File: src/hw/driver_diag_pkg.sv
/*
  Constants, register map and carrier types for the diagnostic status
  and fine PWM register block of a multi-output load driver.
  Assumes a single 10 MHz core clock.
*/
package driver_diag_pkg;
  // clock and time base
  localparam int CLK_HZ     = 10_000_000;
  localparam int CYC_PER_US = CLK_HZ / 1_000_000;

  // register offsets and reset value
  localparam logic [7:0]  ADDR_ULD_STS   = 8'h11;
  localparam logic [7:0]  ADDR_FAULT_STS = 8'h12;
  localparam logic [7:0]  ADDR_OUT5_PWM  = 8'h13;
  localparam logic [15:0] REG_RESET      = 16'h0000;

  // output-five PWM register fields
  localparam int FSEL_BIT  = 15;
  localparam int DUTY_W    = 10;
  localparam int DUTY_STEPS = 1 << DUTY_W;

  // stage indices: 0..7 first four half-bridges, 8..12 high-sides 5..9
  localparam int N_STAGES = 13;
  localparam int N_HB     = 8;
  localparam int N_OC     = 5;
  localparam int IDX_HS1  = 0;
  localparam int IDX_LS1  = 1;
  localparam int IDX_OUT5 = 8;

  // timing: least times round up, the pwm step rounds down
  localparam int ULD_FILTER_US    = 100;
  localparam int ULD_FILTER_CYC   = ULD_FILTER_US * CYC_PER_US;
  localparam int EC_SETTLE_US     = 32;
  localparam int EC_SETTLE_CYC    = EC_SETTLE_US * CYC_PER_US;
  localparam int OC_RETRY_UNIT_US = 1000;
  localparam int OC_RETRY_UNIT_CYC = OC_RETRY_UNIT_US * CYC_PER_US;
  localparam int PWM_F_LO_HZ      = 170;
  localparam int PWM_F_HI_HZ      = 225;
  localparam int PWM_STEP_LO      = CLK_HZ / (PWM_F_LO_HZ * DUTY_STEPS);
  localparam int PWM_STEP_HI      = CLK_HZ / (PWM_F_HI_HZ * DUTY_STEPS);

  // serial-link register request, one cycle per access
  typedef struct packed {
    logic        rd;
    logic        wr;
    logic [7:0]  addr;
    logic [15:0] wdata;
  } reg_req_t;

  // load and supply sense from the analog side
  typedef struct packed {
    logic [N_STAGES-1:0] on_req;
    logic [N_STAGES-1:0] under;
    logic [N_OC-1:0]     oc;
    logic                uv;
    logic                ov;
    logic                ec_below;
    logic                ec_above;
  } sense_t;

  // configuration and control bits held elsewhere
  typedef struct packed {
    logic       mask_underload_high1;
    logic       mask_underload_low1;
    logic       mask_underload_all;
    logic       supply_fault_latch_mode;
    logic       oc_recovery_en;
    logic [1:0] overcurrent_retry_delay;
    logic       internal_pwm_select;
    logic       fine_duty_enable;
    logic       ec_mode;
  } cfg_t;
endpackage

File: src/hw/driver_diag_status_regs.sv
/*
  Diagnostic status registers (underload, overcurrent, supply, EC
  comparator) and the output-five fine PWM register with its generator.
  Assumes register accesses arrive as one-cycle strobes from the serial
  link decoder and all sense inputs are synchronous to clk_i.
*/
`timescale 1ns/1ps
module driver_diag_status_regs #(
  parameter int OC_RETRY_UNIT_CYC = driver_diag_pkg::OC_RETRY_UNIT_CYC,
  parameter int ULD_FILTER_CYC    = driver_diag_pkg::ULD_FILTER_CYC,
  parameter int EC_SETTLE_CYC     = driver_diag_pkg::EC_SETTLE_CYC
) (
  input  wire logic                       clk_i,              // core clock
  input  wire logic                       reset_i,            // async reset
  input  wire driver_diag_pkg::reg_req_t  req_i,              // register access
  input  wire driver_diag_pkg::sense_t    sense_i,            // load/supply sense
  input  wire driver_diag_pkg::cfg_t      cfg_i,              // control bits
  output logic [15:0]                     reg_rdata_o,        // read data
  output logic [12:0]                     stage_en_o,         // stage drive enables
  output logic                            global_underload_o, // global underload
  output logic                            global_supply_or_overcurrent_o, // global fault
  output logic                            out5_pwm_o          // output five pwm
);
  localparam int NS  = driver_diag_pkg::N_STAGES;
  localparam int NO  = driver_diag_pkg::N_OC;
  localparam int ULW = $clog2(ULD_FILTER_CYC + 1);
  localparam int ECW = $clog2(EC_SETTLE_CYC + 1);
  localparam int RTW = $clog2(4 * OC_RETRY_UNIT_CYC + 1);
  localparam int PSW = $clog2(driver_diag_pkg::PWM_STEP_LO + 1);
  localparam int DW  = driver_diag_pkg::DUTY_W;

  logic [NS-1:0] uld_flag_q;
  logic [NS-1:0] uld_flag_d;
  logic [NS-1:0] uld_evt;
  logic [NO-1:0] oc_flag_q;
  logic [NO-1:0] oc_flag_d;
  logic [NO-1:0] oc_evt;
  logic [NO-1:0] oc_off_q;
  logic [NO-1:0] oc_off_d;
  logic [NO-1:0] retry_done;
  logic          uv_flag_q;
  logic          uv_flag_d;
  logic          ov_flag_q;
  logic          ov_flag_d;
  logic [NS-1:0] stage_en_d;
  logic          supply_block;
  logic          rd_uld;
  logic          rd_fault;
  logic          wr_pwm;
  logic [NS-1:0] uld_clr;
  logic [NS-1:0] uld_mask;
  logic          global_uld_d;
  logic          global_soc_d;
  logic [15:0]   sts1_word;
  logic [15:0]   sts2_word;
  logic [15:0]   pwm_word;
  logic [15:0]   rdata_d;
  logic [1:0]    ec_cand;
  logic [1:0]    ec_shown_q;
  logic [ECW-1:0] ec_cnt_q;
  logic          ec_settled;
  logic          fsel_q;
  logic [DW-1:0] duty_q;
  logic          pwm_active;
  logic [PSW-1:0] pre_q;
  logic [PSW-1:0] pre_lim;
  logic          pre_tick;
  logic [DW-1:0] pwm_cnt_q;
  logic          out5_pwm_d;
  logic [RTW-1:0] retry_lim;

  //////////////////////////////////////////////////////////////////////
  // register decode: reads are one-cycle strobes, clears ride on them
  assign rd_uld   = req_i.rd && (req_i.addr == driver_diag_pkg::ADDR_ULD_STS);
  assign rd_fault = req_i.rd && (req_i.addr == driver_diag_pkg::ADDR_FAULT_STS);
  assign wr_pwm   = req_i.wr && (req_i.addr == driver_diag_pkg::ADDR_OUT5_PWM);
  assign uld_clr  = {{NO{rd_fault}}, {driver_diag_pkg::N_HB{rd_uld}}};

  //////////////////////////////////////////////////////////////////////
  // underload filter per stage; counter saturates, so a standing
  // underload keeps re-detecting and re-sets a flag cleared by a read
  for (genvar g = 0; g < NS; g++) begin : g_uld
    logic [ULW-1:0] cnt_q;
    always_ff @(posedge clk_i or posedge reset_i) begin
      if (reset_i) begin
        cnt_q <= '0;
      end else if (!(stage_en_o[g] && sense_i.under[g])) begin
        cnt_q <= '0; // only judged in on-mode
      end else if (cnt_q != ULW'(ULD_FILTER_CYC)) begin
        cnt_q <= cnt_q + 1'b1;
      end
    end
    assign uld_evt[g] = (cnt_q == ULW'(ULD_FILTER_CYC));
  end

  // set beats clear when a detection meets the read
  assign uld_flag_d = (uld_flag_q & ~uld_clr) | uld_evt;

  //////////////////////////////////////////////////////////////////////
  // overcurrent on high-sides five to nine with optional retry
  assign retry_lim = RTW'((int'(cfg_i.overcurrent_retry_delay) + 1)
                          * OC_RETRY_UNIT_CYC - 1);

  for (genvar j = 0; j < NO; j++) begin : g_oc
    logic [RTW-1:0] rt_q;
    assign oc_evt[j] = sense_i.oc[j] && stage_en_o[driver_diag_pkg::IDX_OUT5 + j];
    always_ff @(posedge clk_i or posedge reset_i) begin
      if (reset_i) begin
        rt_q <= '0;
      end else if (!(oc_off_q[j] && cfg_i.oc_recovery_en) || retry_done[j]) begin
        rt_q <= '0;
      end else begin
        rt_q <= rt_q + 1'b1;
      end
    end
    assign retry_done[j] = oc_off_q[j] && cfg_i.oc_recovery_en
                           && (rt_q == retry_lim);
    // off until retry expires, or, without retry, until the flag is read away
    assign oc_off_d[j] = oc_evt[j]
                         || (oc_off_q[j] && !retry_done[j]
                             && (cfg_i.oc_recovery_en || oc_flag_q[j]));
  end

  assign oc_flag_d = (oc_flag_q & ~{NO{rd_fault}}) | oc_evt;

  //////////////////////////////////////////////////////////////////////
  // supply faults: raw level blocks at once; latch mode also waits
  // for the host to read the flag away
  assign uv_flag_d = (uv_flag_q && !rd_fault) || sense_i.uv;
  assign ov_flag_d = (ov_flag_q && !rd_fault) || sense_i.ov;
  assign supply_block = sense_i.uv || sense_i.ov
                        || (cfg_i.supply_fault_latch_mode
                            && (uv_flag_q || ov_flag_q));

  // uses next-state trip so the stage drops in the same edge as the flag
  assign stage_en_d = sense_i.on_req & ~{NS{supply_block}}
                      & ~{oc_off_d, {driver_diag_pkg::N_HB{1'b0}}};

  //////////////////////////////////////////////////////////////////////
  // global flags; comparator bits deliberately left out
  always_comb begin
    uld_mask = '0;
    uld_mask[driver_diag_pkg::IDX_HS1] = cfg_i.mask_underload_high1;
    uld_mask[driver_diag_pkg::IDX_LS1] = cfg_i.mask_underload_low1;
    if (cfg_i.mask_underload_all) begin
      uld_mask = '1;
    end
  end
  assign global_uld_d = |(uld_flag_d & ~uld_mask);
  assign global_soc_d = (|oc_flag_d) || uv_flag_d || ov_flag_d;

  //////////////////////////////////////////////////////////////////////
  // electrochromic comparators: debounced, never latched
  assign ec_cand = !cfg_i.ec_mode ? 2'h0 :
                   (sense_i.ec_below && !sense_i.ec_above) ? 2'h2 :
                   (sense_i.ec_above && !sense_i.ec_below) ? 2'h1 : 2'h0;
  assign ec_settled = (ec_cnt_q == ECW'(EC_SETTLE_CYC - 1));

  // counter restarts when the input equals the shown bits or they update, so bits hold 32 us at least
  always_ff @(posedge clk_i or posedge reset_i) begin
    if (reset_i) begin
      ec_shown_q <= 2'h0;
      ec_cnt_q   <= '0;
    end else if (!cfg_i.ec_mode) begin
      ec_shown_q <= 2'h0;
      ec_cnt_q   <= '0;
    end else if (ec_cand == ec_shown_q) begin
      ec_cnt_q <= '0;
    end else if (ec_settled) begin
      ec_shown_q <= ec_cand;
      ec_cnt_q   <= '0;
    end else begin
      ec_cnt_q <= ec_cnt_q + 1'b1;
    end
  end

  //////////////////////////////////////////////////////////////////////
  // read words; unused positions are constant zero
  assign sts1_word = {uld_flag_q[0], uld_flag_q[1], uld_flag_q[2], uld_flag_q[3],
                      uld_flag_q[4], uld_flag_q[5], 4'h0,
                      uld_flag_q[6], uld_flag_q[7], 4'h0};
  assign sts2_word = {oc_flag_q[0], uld_flag_q[8], oc_flag_q[1], uld_flag_q[9],
                      oc_flag_q[2], uld_flag_q[10], oc_flag_q[3], uld_flag_q[11],
                      oc_flag_q[4], uld_flag_q[12], 2'h0,
                      uv_flag_q, ov_flag_q, ec_shown_q};
  assign pwm_word  = {fsel_q, 5'h00, duty_q};
  assign rdata_d   = rd_uld   ? sts1_word :
                     rd_fault ? sts2_word :
                     (req_i.rd && req_i.addr == driver_diag_pkg::ADDR_OUT5_PWM) ?
                     pwm_word : driver_diag_pkg::REG_RESET;

  //////////////////////////////////////////////////////////////////////
  // flag, enable and read-data state
  always_ff @(posedge clk_i or posedge reset_i) begin
    if (reset_i) begin
      uld_flag_q  <= '0;
      oc_flag_q   <= '0;
      oc_off_q    <= '0;
      uv_flag_q   <= 1'b0;
      ov_flag_q   <= 1'b0;
      stage_en_o  <= '0;
      reg_rdata_o <= driver_diag_pkg::REG_RESET;
      global_underload_o             <= 1'b0;
      global_supply_or_overcurrent_o <= 1'b0;
    end else begin
      uld_flag_q  <= uld_flag_d;
      oc_flag_q   <= oc_flag_d;
      oc_off_q    <= oc_off_d;
      uv_flag_q   <= uv_flag_d;
      ov_flag_q   <= ov_flag_d;
      stage_en_o  <= stage_en_d;
      global_underload_o             <= global_uld_d;
      global_supply_or_overcurrent_o <= global_soc_d;
      if (req_i.rd) begin
        reg_rdata_o <= rdata_d; // unmapped reads return zero
      end
    end
  end

  //////////////////////////////////////////////////////////////////////
  // output-five pwm register: only defined fields are stored
  always_ff @(posedge clk_i or posedge reset_i) begin
    if (reset_i) begin
      fsel_q <= 1'b0;
      duty_q <= '0;
    end else if (wr_pwm) begin
      fsel_q <= req_i.wdata[driver_diag_pkg::FSEL_BIT];
      duty_q <= req_i.wdata[DW-1:0];
    end
  end

  //////////////////////////////////////////////////////////////////////
  // pwm generator: 1024 steps per period, step length sets frequency
  assign pwm_active = cfg_i.internal_pwm_select && cfg_i.fine_duty_enable;
  assign pre_lim    = fsel_q ? PSW'(driver_diag_pkg::PWM_STEP_HI - 1)
                             : PSW'(driver_diag_pkg::PWM_STEP_LO - 1);
  assign pre_tick   = (pre_q >= pre_lim);
  // compare with <= gives (duty + 1) high steps of 1024
  assign out5_pwm_d = pwm_active && stage_en_d[driver_diag_pkg::IDX_OUT5]
                      && (pwm_cnt_q <= duty_q);

  always_ff @(posedge clk_i or posedge reset_i) begin
    if (reset_i) begin
      pre_q      <= '0;
      pwm_cnt_q  <= '0;
      out5_pwm_o <= 1'b0;
    end else begin
      out5_pwm_o <= out5_pwm_d;
      if (!pwm_active) begin
        pre_q     <= '0; // field ignored, generator parked
        pwm_cnt_q <= '0;
      end else if (pre_tick) begin
        pre_q     <= '0;
        pwm_cnt_q <= pwm_cnt_q + 1'b1;
      end else begin
        pre_q <= pre_q + 1'b1;
      end
    end
  end
endmodule

File: config.mk
export PLATFORM = sky130hd
export DESIGN_NAME = driver_diag_status_regs
export DESIGN_NICKNAME = d
export VERILOG_FILES = /design/src/hw/driver_diag_pkg.sv /design/src/hw/driver_diag_status_regs.sv
export SDC_FILE = /design/constraint.sdc
export NUM_CORES = 1
export LEC_CHECK = 0
export BUFFER_PORTS_ARGS = -buffer_cell sky130_fd_sc_hd__buf_2
export CAP_MARGIN = 10
export CORE_UTILIZATION = 40
export CTS_BUF_LIST = sky130_fd_sc_hd__clkbuf_8
export DETAILED_ROUTE_END_ITERATION = 16
export SETUP_SLACK_MARGIN = 0.2
export SYNTH_ARGS = -nofsm -noshare
export SYNTH_HDL_FRONTEND = slang
export SYNTH_SLANG_ARGS = --single-unit
File: constraint.sdc
create_clock -name clk_i -period 8.8 [get_ports clk_i]
set_clock_uncertainty 0.05 [all_clocks]
set_input_delay 0.88 -clock clk_i [delete_from_list [all_inputs] [get_ports clk_i]]
set_output_delay 0.88 -clock clk_i [all_outputs]
set_load 0.01 [all_outputs]
==> summary.txt <==
Floorplanning
  – Full die area: around 38000 µm²
  – Die Y: around 200 µm
  – Chip width: 195.5 µm
  – Core box area: 36700 µm²
  – # IOs: 105
  – Number of core rows: 70
  – Initial core utilization: 0.4083

Route
  – Number of remaining DRC errors: 0
  – Routed WL: 33.06 mm
  – Drt pass-1 iters: 5
  – Drt initial violations: between 500 and 600
  – Drt wl/cell: 15.27 µm
  – Via count: 10932
  – Final ANT Viol Nets: 0
  – DR vias/cell: 5.049

Synth
  – Yosys cell types: 60
  – Mapped Avg Cell Area: 9.767 µm²
  – Yosys reg bits: 305
  – Post-synth top flop: dfrtp_1
  – Cells after Synth: approximately 1500
  – Syn Nets: 1657
  – Asr flop ratio synth: 1.000
  – Ys Warns: 0
  – Sequential cell area fraction in the yosys report: 0.5094
  – Number of synthesized flops with an enable pin: 0
  – Mapped Area: ~15000 µm²

Setup path
  – CP Launch Type: primary input
  – Worst Setup End Kind: register
  – Critical Path RT: 9.26 ns
  – RR Startpoint: g_oc[0].rt_q[0]
  – Critical path data arrival time: 4.08 ns
  – Worst reg2reg endpoint: out5_pwm_o
  – Crit Path Class: in2reg
  – Reg-to-reg slack, setup: 6.29 ns
  – Worst-path fanout max: 17
  – R2R depth: 7

Hold path
  – Worst hold path type: in2reg
  – Worst hold endpoint: global_underload_o
  – WHS Path Cells: 2
  – Min-delay src: cfg_i[7]

Global route
  – GR Overflow Total: 0
  – Initial antenna violation count: 4
  – GRT Resource Usage Total: 0.1792
  – Largest net degree at the start of global routing: 157
  – Vias in the first global route: between 10000 and 15000
  – First-pass GRT wire length: 55.27 mm

Clock network
  – CTS Buffer Depth: 3
  – Post-CTS Resized: 0
  – Total CTS buffers: 53
  – CTS root buf: clkbuf_8
  – CTS Sinks: 305
  – H-Tree Depth: 2
  – Worst-Skew Late Latency: 0.60 ns
  – CTS tree: built
  – Setup bufs post-CTS: 0
  – Clock slew at reported path FFs: 0.06 ns
  – CTS Hold Buffers Added: 0

Timing
  – Worst slew pin tran: between 1 and 1.5 ns
  – Slew Limit Fails: 0
  – Fin. Hold Viols: 0
  – # setup viols final: 0
  – Post-Route Setup TNS: 0 ns
  – Fmax: 276.6 MHz
  – Unrepaired setup endpoints after global routing: no
  – Period minus WS final: approximately 3.6 ns
  – Period utilization: 0.4108
  – Slew headroom: 0.1547

Final layout
  – Fin nets: 1784
  – Area grow syn2layout: 13.61%
  – Final Util: 0.4639
  – Filler cells: 3460
  – Cell area after layout: between 15000 and 20000 µm²
  – Share of cells above drive strength 1: 0.1174

Power and ir drop
  – Leakage: 0.007434 µW
  – Clock power share: 0.445
  – Int Pwr: 2183 µW
  – PwrDens: approximately 170 nW/µm²
  – Peak VDD IR: 0.00009880 V
  – Flop pwr share: 0.503
  – Sw frac: 0.2407
  – Comb pwr share: 0.052
  – Switching pwr: around 690 µW

Placed design
  – RePlAce Congestion: 0.7967
  – DP HPWL: 22.97 mm
  – Post-place instance area: 15970 µm²
  – Port bufs: 99

Flow run
  – Maxcap violations: 0

Status
  – Status: finished clean
-- cells in the final DEF, fill, tap and decap left out, drive strengths merged, types with 4 or more instances in the layout --
cell     instances
nand2          130
nor4            11
a21o            13
a31oi            5
ha              50
nand3b           5
nand3          109
o211ai           7
and4             9
buf            106
nor3b            8
xnor2           94
mux2i           15
and3            44
nor3            23
a22oi            8
or3             15
o22ai            6
dfrtp          305
xor2           109
nor2b           10
inv            101
o21ai           40
clkbuf          64
nand2b          16
nor4bb          12
nand4           18
nor2           271
or4              5
nand4bb          4
a21oi           39
-- flip-flops by register name, summed over array words and instances (netlist names), 2 cells and up --
register     flops
pwm_cnt_q       10
ec_shown_q       2
g_oc.rt_q       80
oc_flag_q        5
ec_cnt_q         9
reg_rdata_o     16
pre_q            6
oc_off_q         5
duty_q          10
g_uld.cnt_q    130
stage_en_o      13
uld_flag_q      13
-- cell usage after synthesis (10+ instances only) --
cell type	n	area, µm²
nor3_1	23	115.1
inv_1	83	311.6
nor4bb_1	12	120.1
or3_1	15	93.84
nand3_1	109	545.5
ha_1	50	625.6
nor2b_1	10	62.56
xor2_1	109	954.7
a21oi_1	39	195.2
dfrtp_1	305	7632
nor2_1	271	1017
o21ai_0	40	200.2
nand2_1	130	488.0
nand2b_1	16	100.1
and3_1	44	275.3
mux2i_1	15	150.1
xnor2_1	93	814.5
nand4_1	18	112.6
a21o_1	13	97.59
clkbuf_1	20	75.07
-- power groups by stage --
stage          combinational, µW  sequential [µW]  clock, µW
4_1_cts                      154             1450       1330
6_report                     149             1450       1280
3_5_place_dp                 153             1470          0
5_1_grt                      171             1450       1390
3_3_place_gp                 150             1470          0
2_1_floorplan               99.6             1470          0
-- critical path: stages --
cell and delay, ns:
buf_2 0.32, inv_1 0.24, ha_1 0.64, xor2_1 0.32, or3_1 0.40, a2111oi_2 0.38, a21o_1 0.55, o211ai_2 0.18
nor2_1 0.15
-- worst max path at each step --
stage / start / endpoint / slack (ns) / cells after the start
2_1_floorplan: reset_i / duty_q[0] / 3.81 / 1
3_3_place_gp: cfg_i[3] / stage_en_o[12] / 4.62 / 9
3_5_place_dp: cfg_i[3] / out5_pwm_o / 4.55 / 8
4_1_cts: cfg_i[3] / out5_pwm_o / 5.15 / 8
5_1_grt: cfg_i[3] / stage_en_o[12] / 4.94 / 9
6_report: cfg_i[3] / stage_en_o[11] / 5.18 / 9
-- logic make-up after synthesis --
family,share of synthesized area
compound gates,0.05829
xor+xnor,0.1192
fa+ha+maj,0.04175
buf+inv,0.03190
flops,0.5094
mux,0.01152
simple gates,0.2280
-- final cells by class --
class / count / area [µm²] / share of cell area
Sequential cell: 305 / 7632 / 0.4484
Multi-Input combinational cell: 1112 / 6879 / 0.4041
Clock buffer: 64 / 880.8 / 0.05175
Tap cell: 468 / 585.6 / 0.03440
Timing Repair Buffer: 106 / 560.5 / 0.03293
Inverter: 83 / 315.3 / 0.01852
Clock inverter: 25 / 163.9 / 0.009629
Antenna cell: 2 / 5.005 / 0.0002940
-- per-layer routing --
metal / wire [µm] / part of all wire / track usage
met5: 0 / 0 / 0
met4: 717 / 0.022 / 0.05833
met3: 1477 / 0.045 / 0.03385
met2: 15040 / 0.45 / 0.2823
met1: 15820 / 0.48 / 0.2483
-- per-stage QoR --
step / total power, µW / hold WS (ns) / setup slack, ns / std cells
2_1_floorplan: 1565 / 0.3738 / 3.813 / 1534
6_report: 2875 / 0.3900 / 5.185 / 2165
3_3_place_gp: 1621 / 0.3896 / 4.619 / 2074
5_1_grt: 3006 / 0.3503 / 4.938 / 2164
4_1_cts: 2925 / 0.3456 / 5.153 / 2163
3_5_place_dp: 1624 / 0.3975 / 4.551 / 2074
No activity file was read; power rests on OpenSTA's default activity.
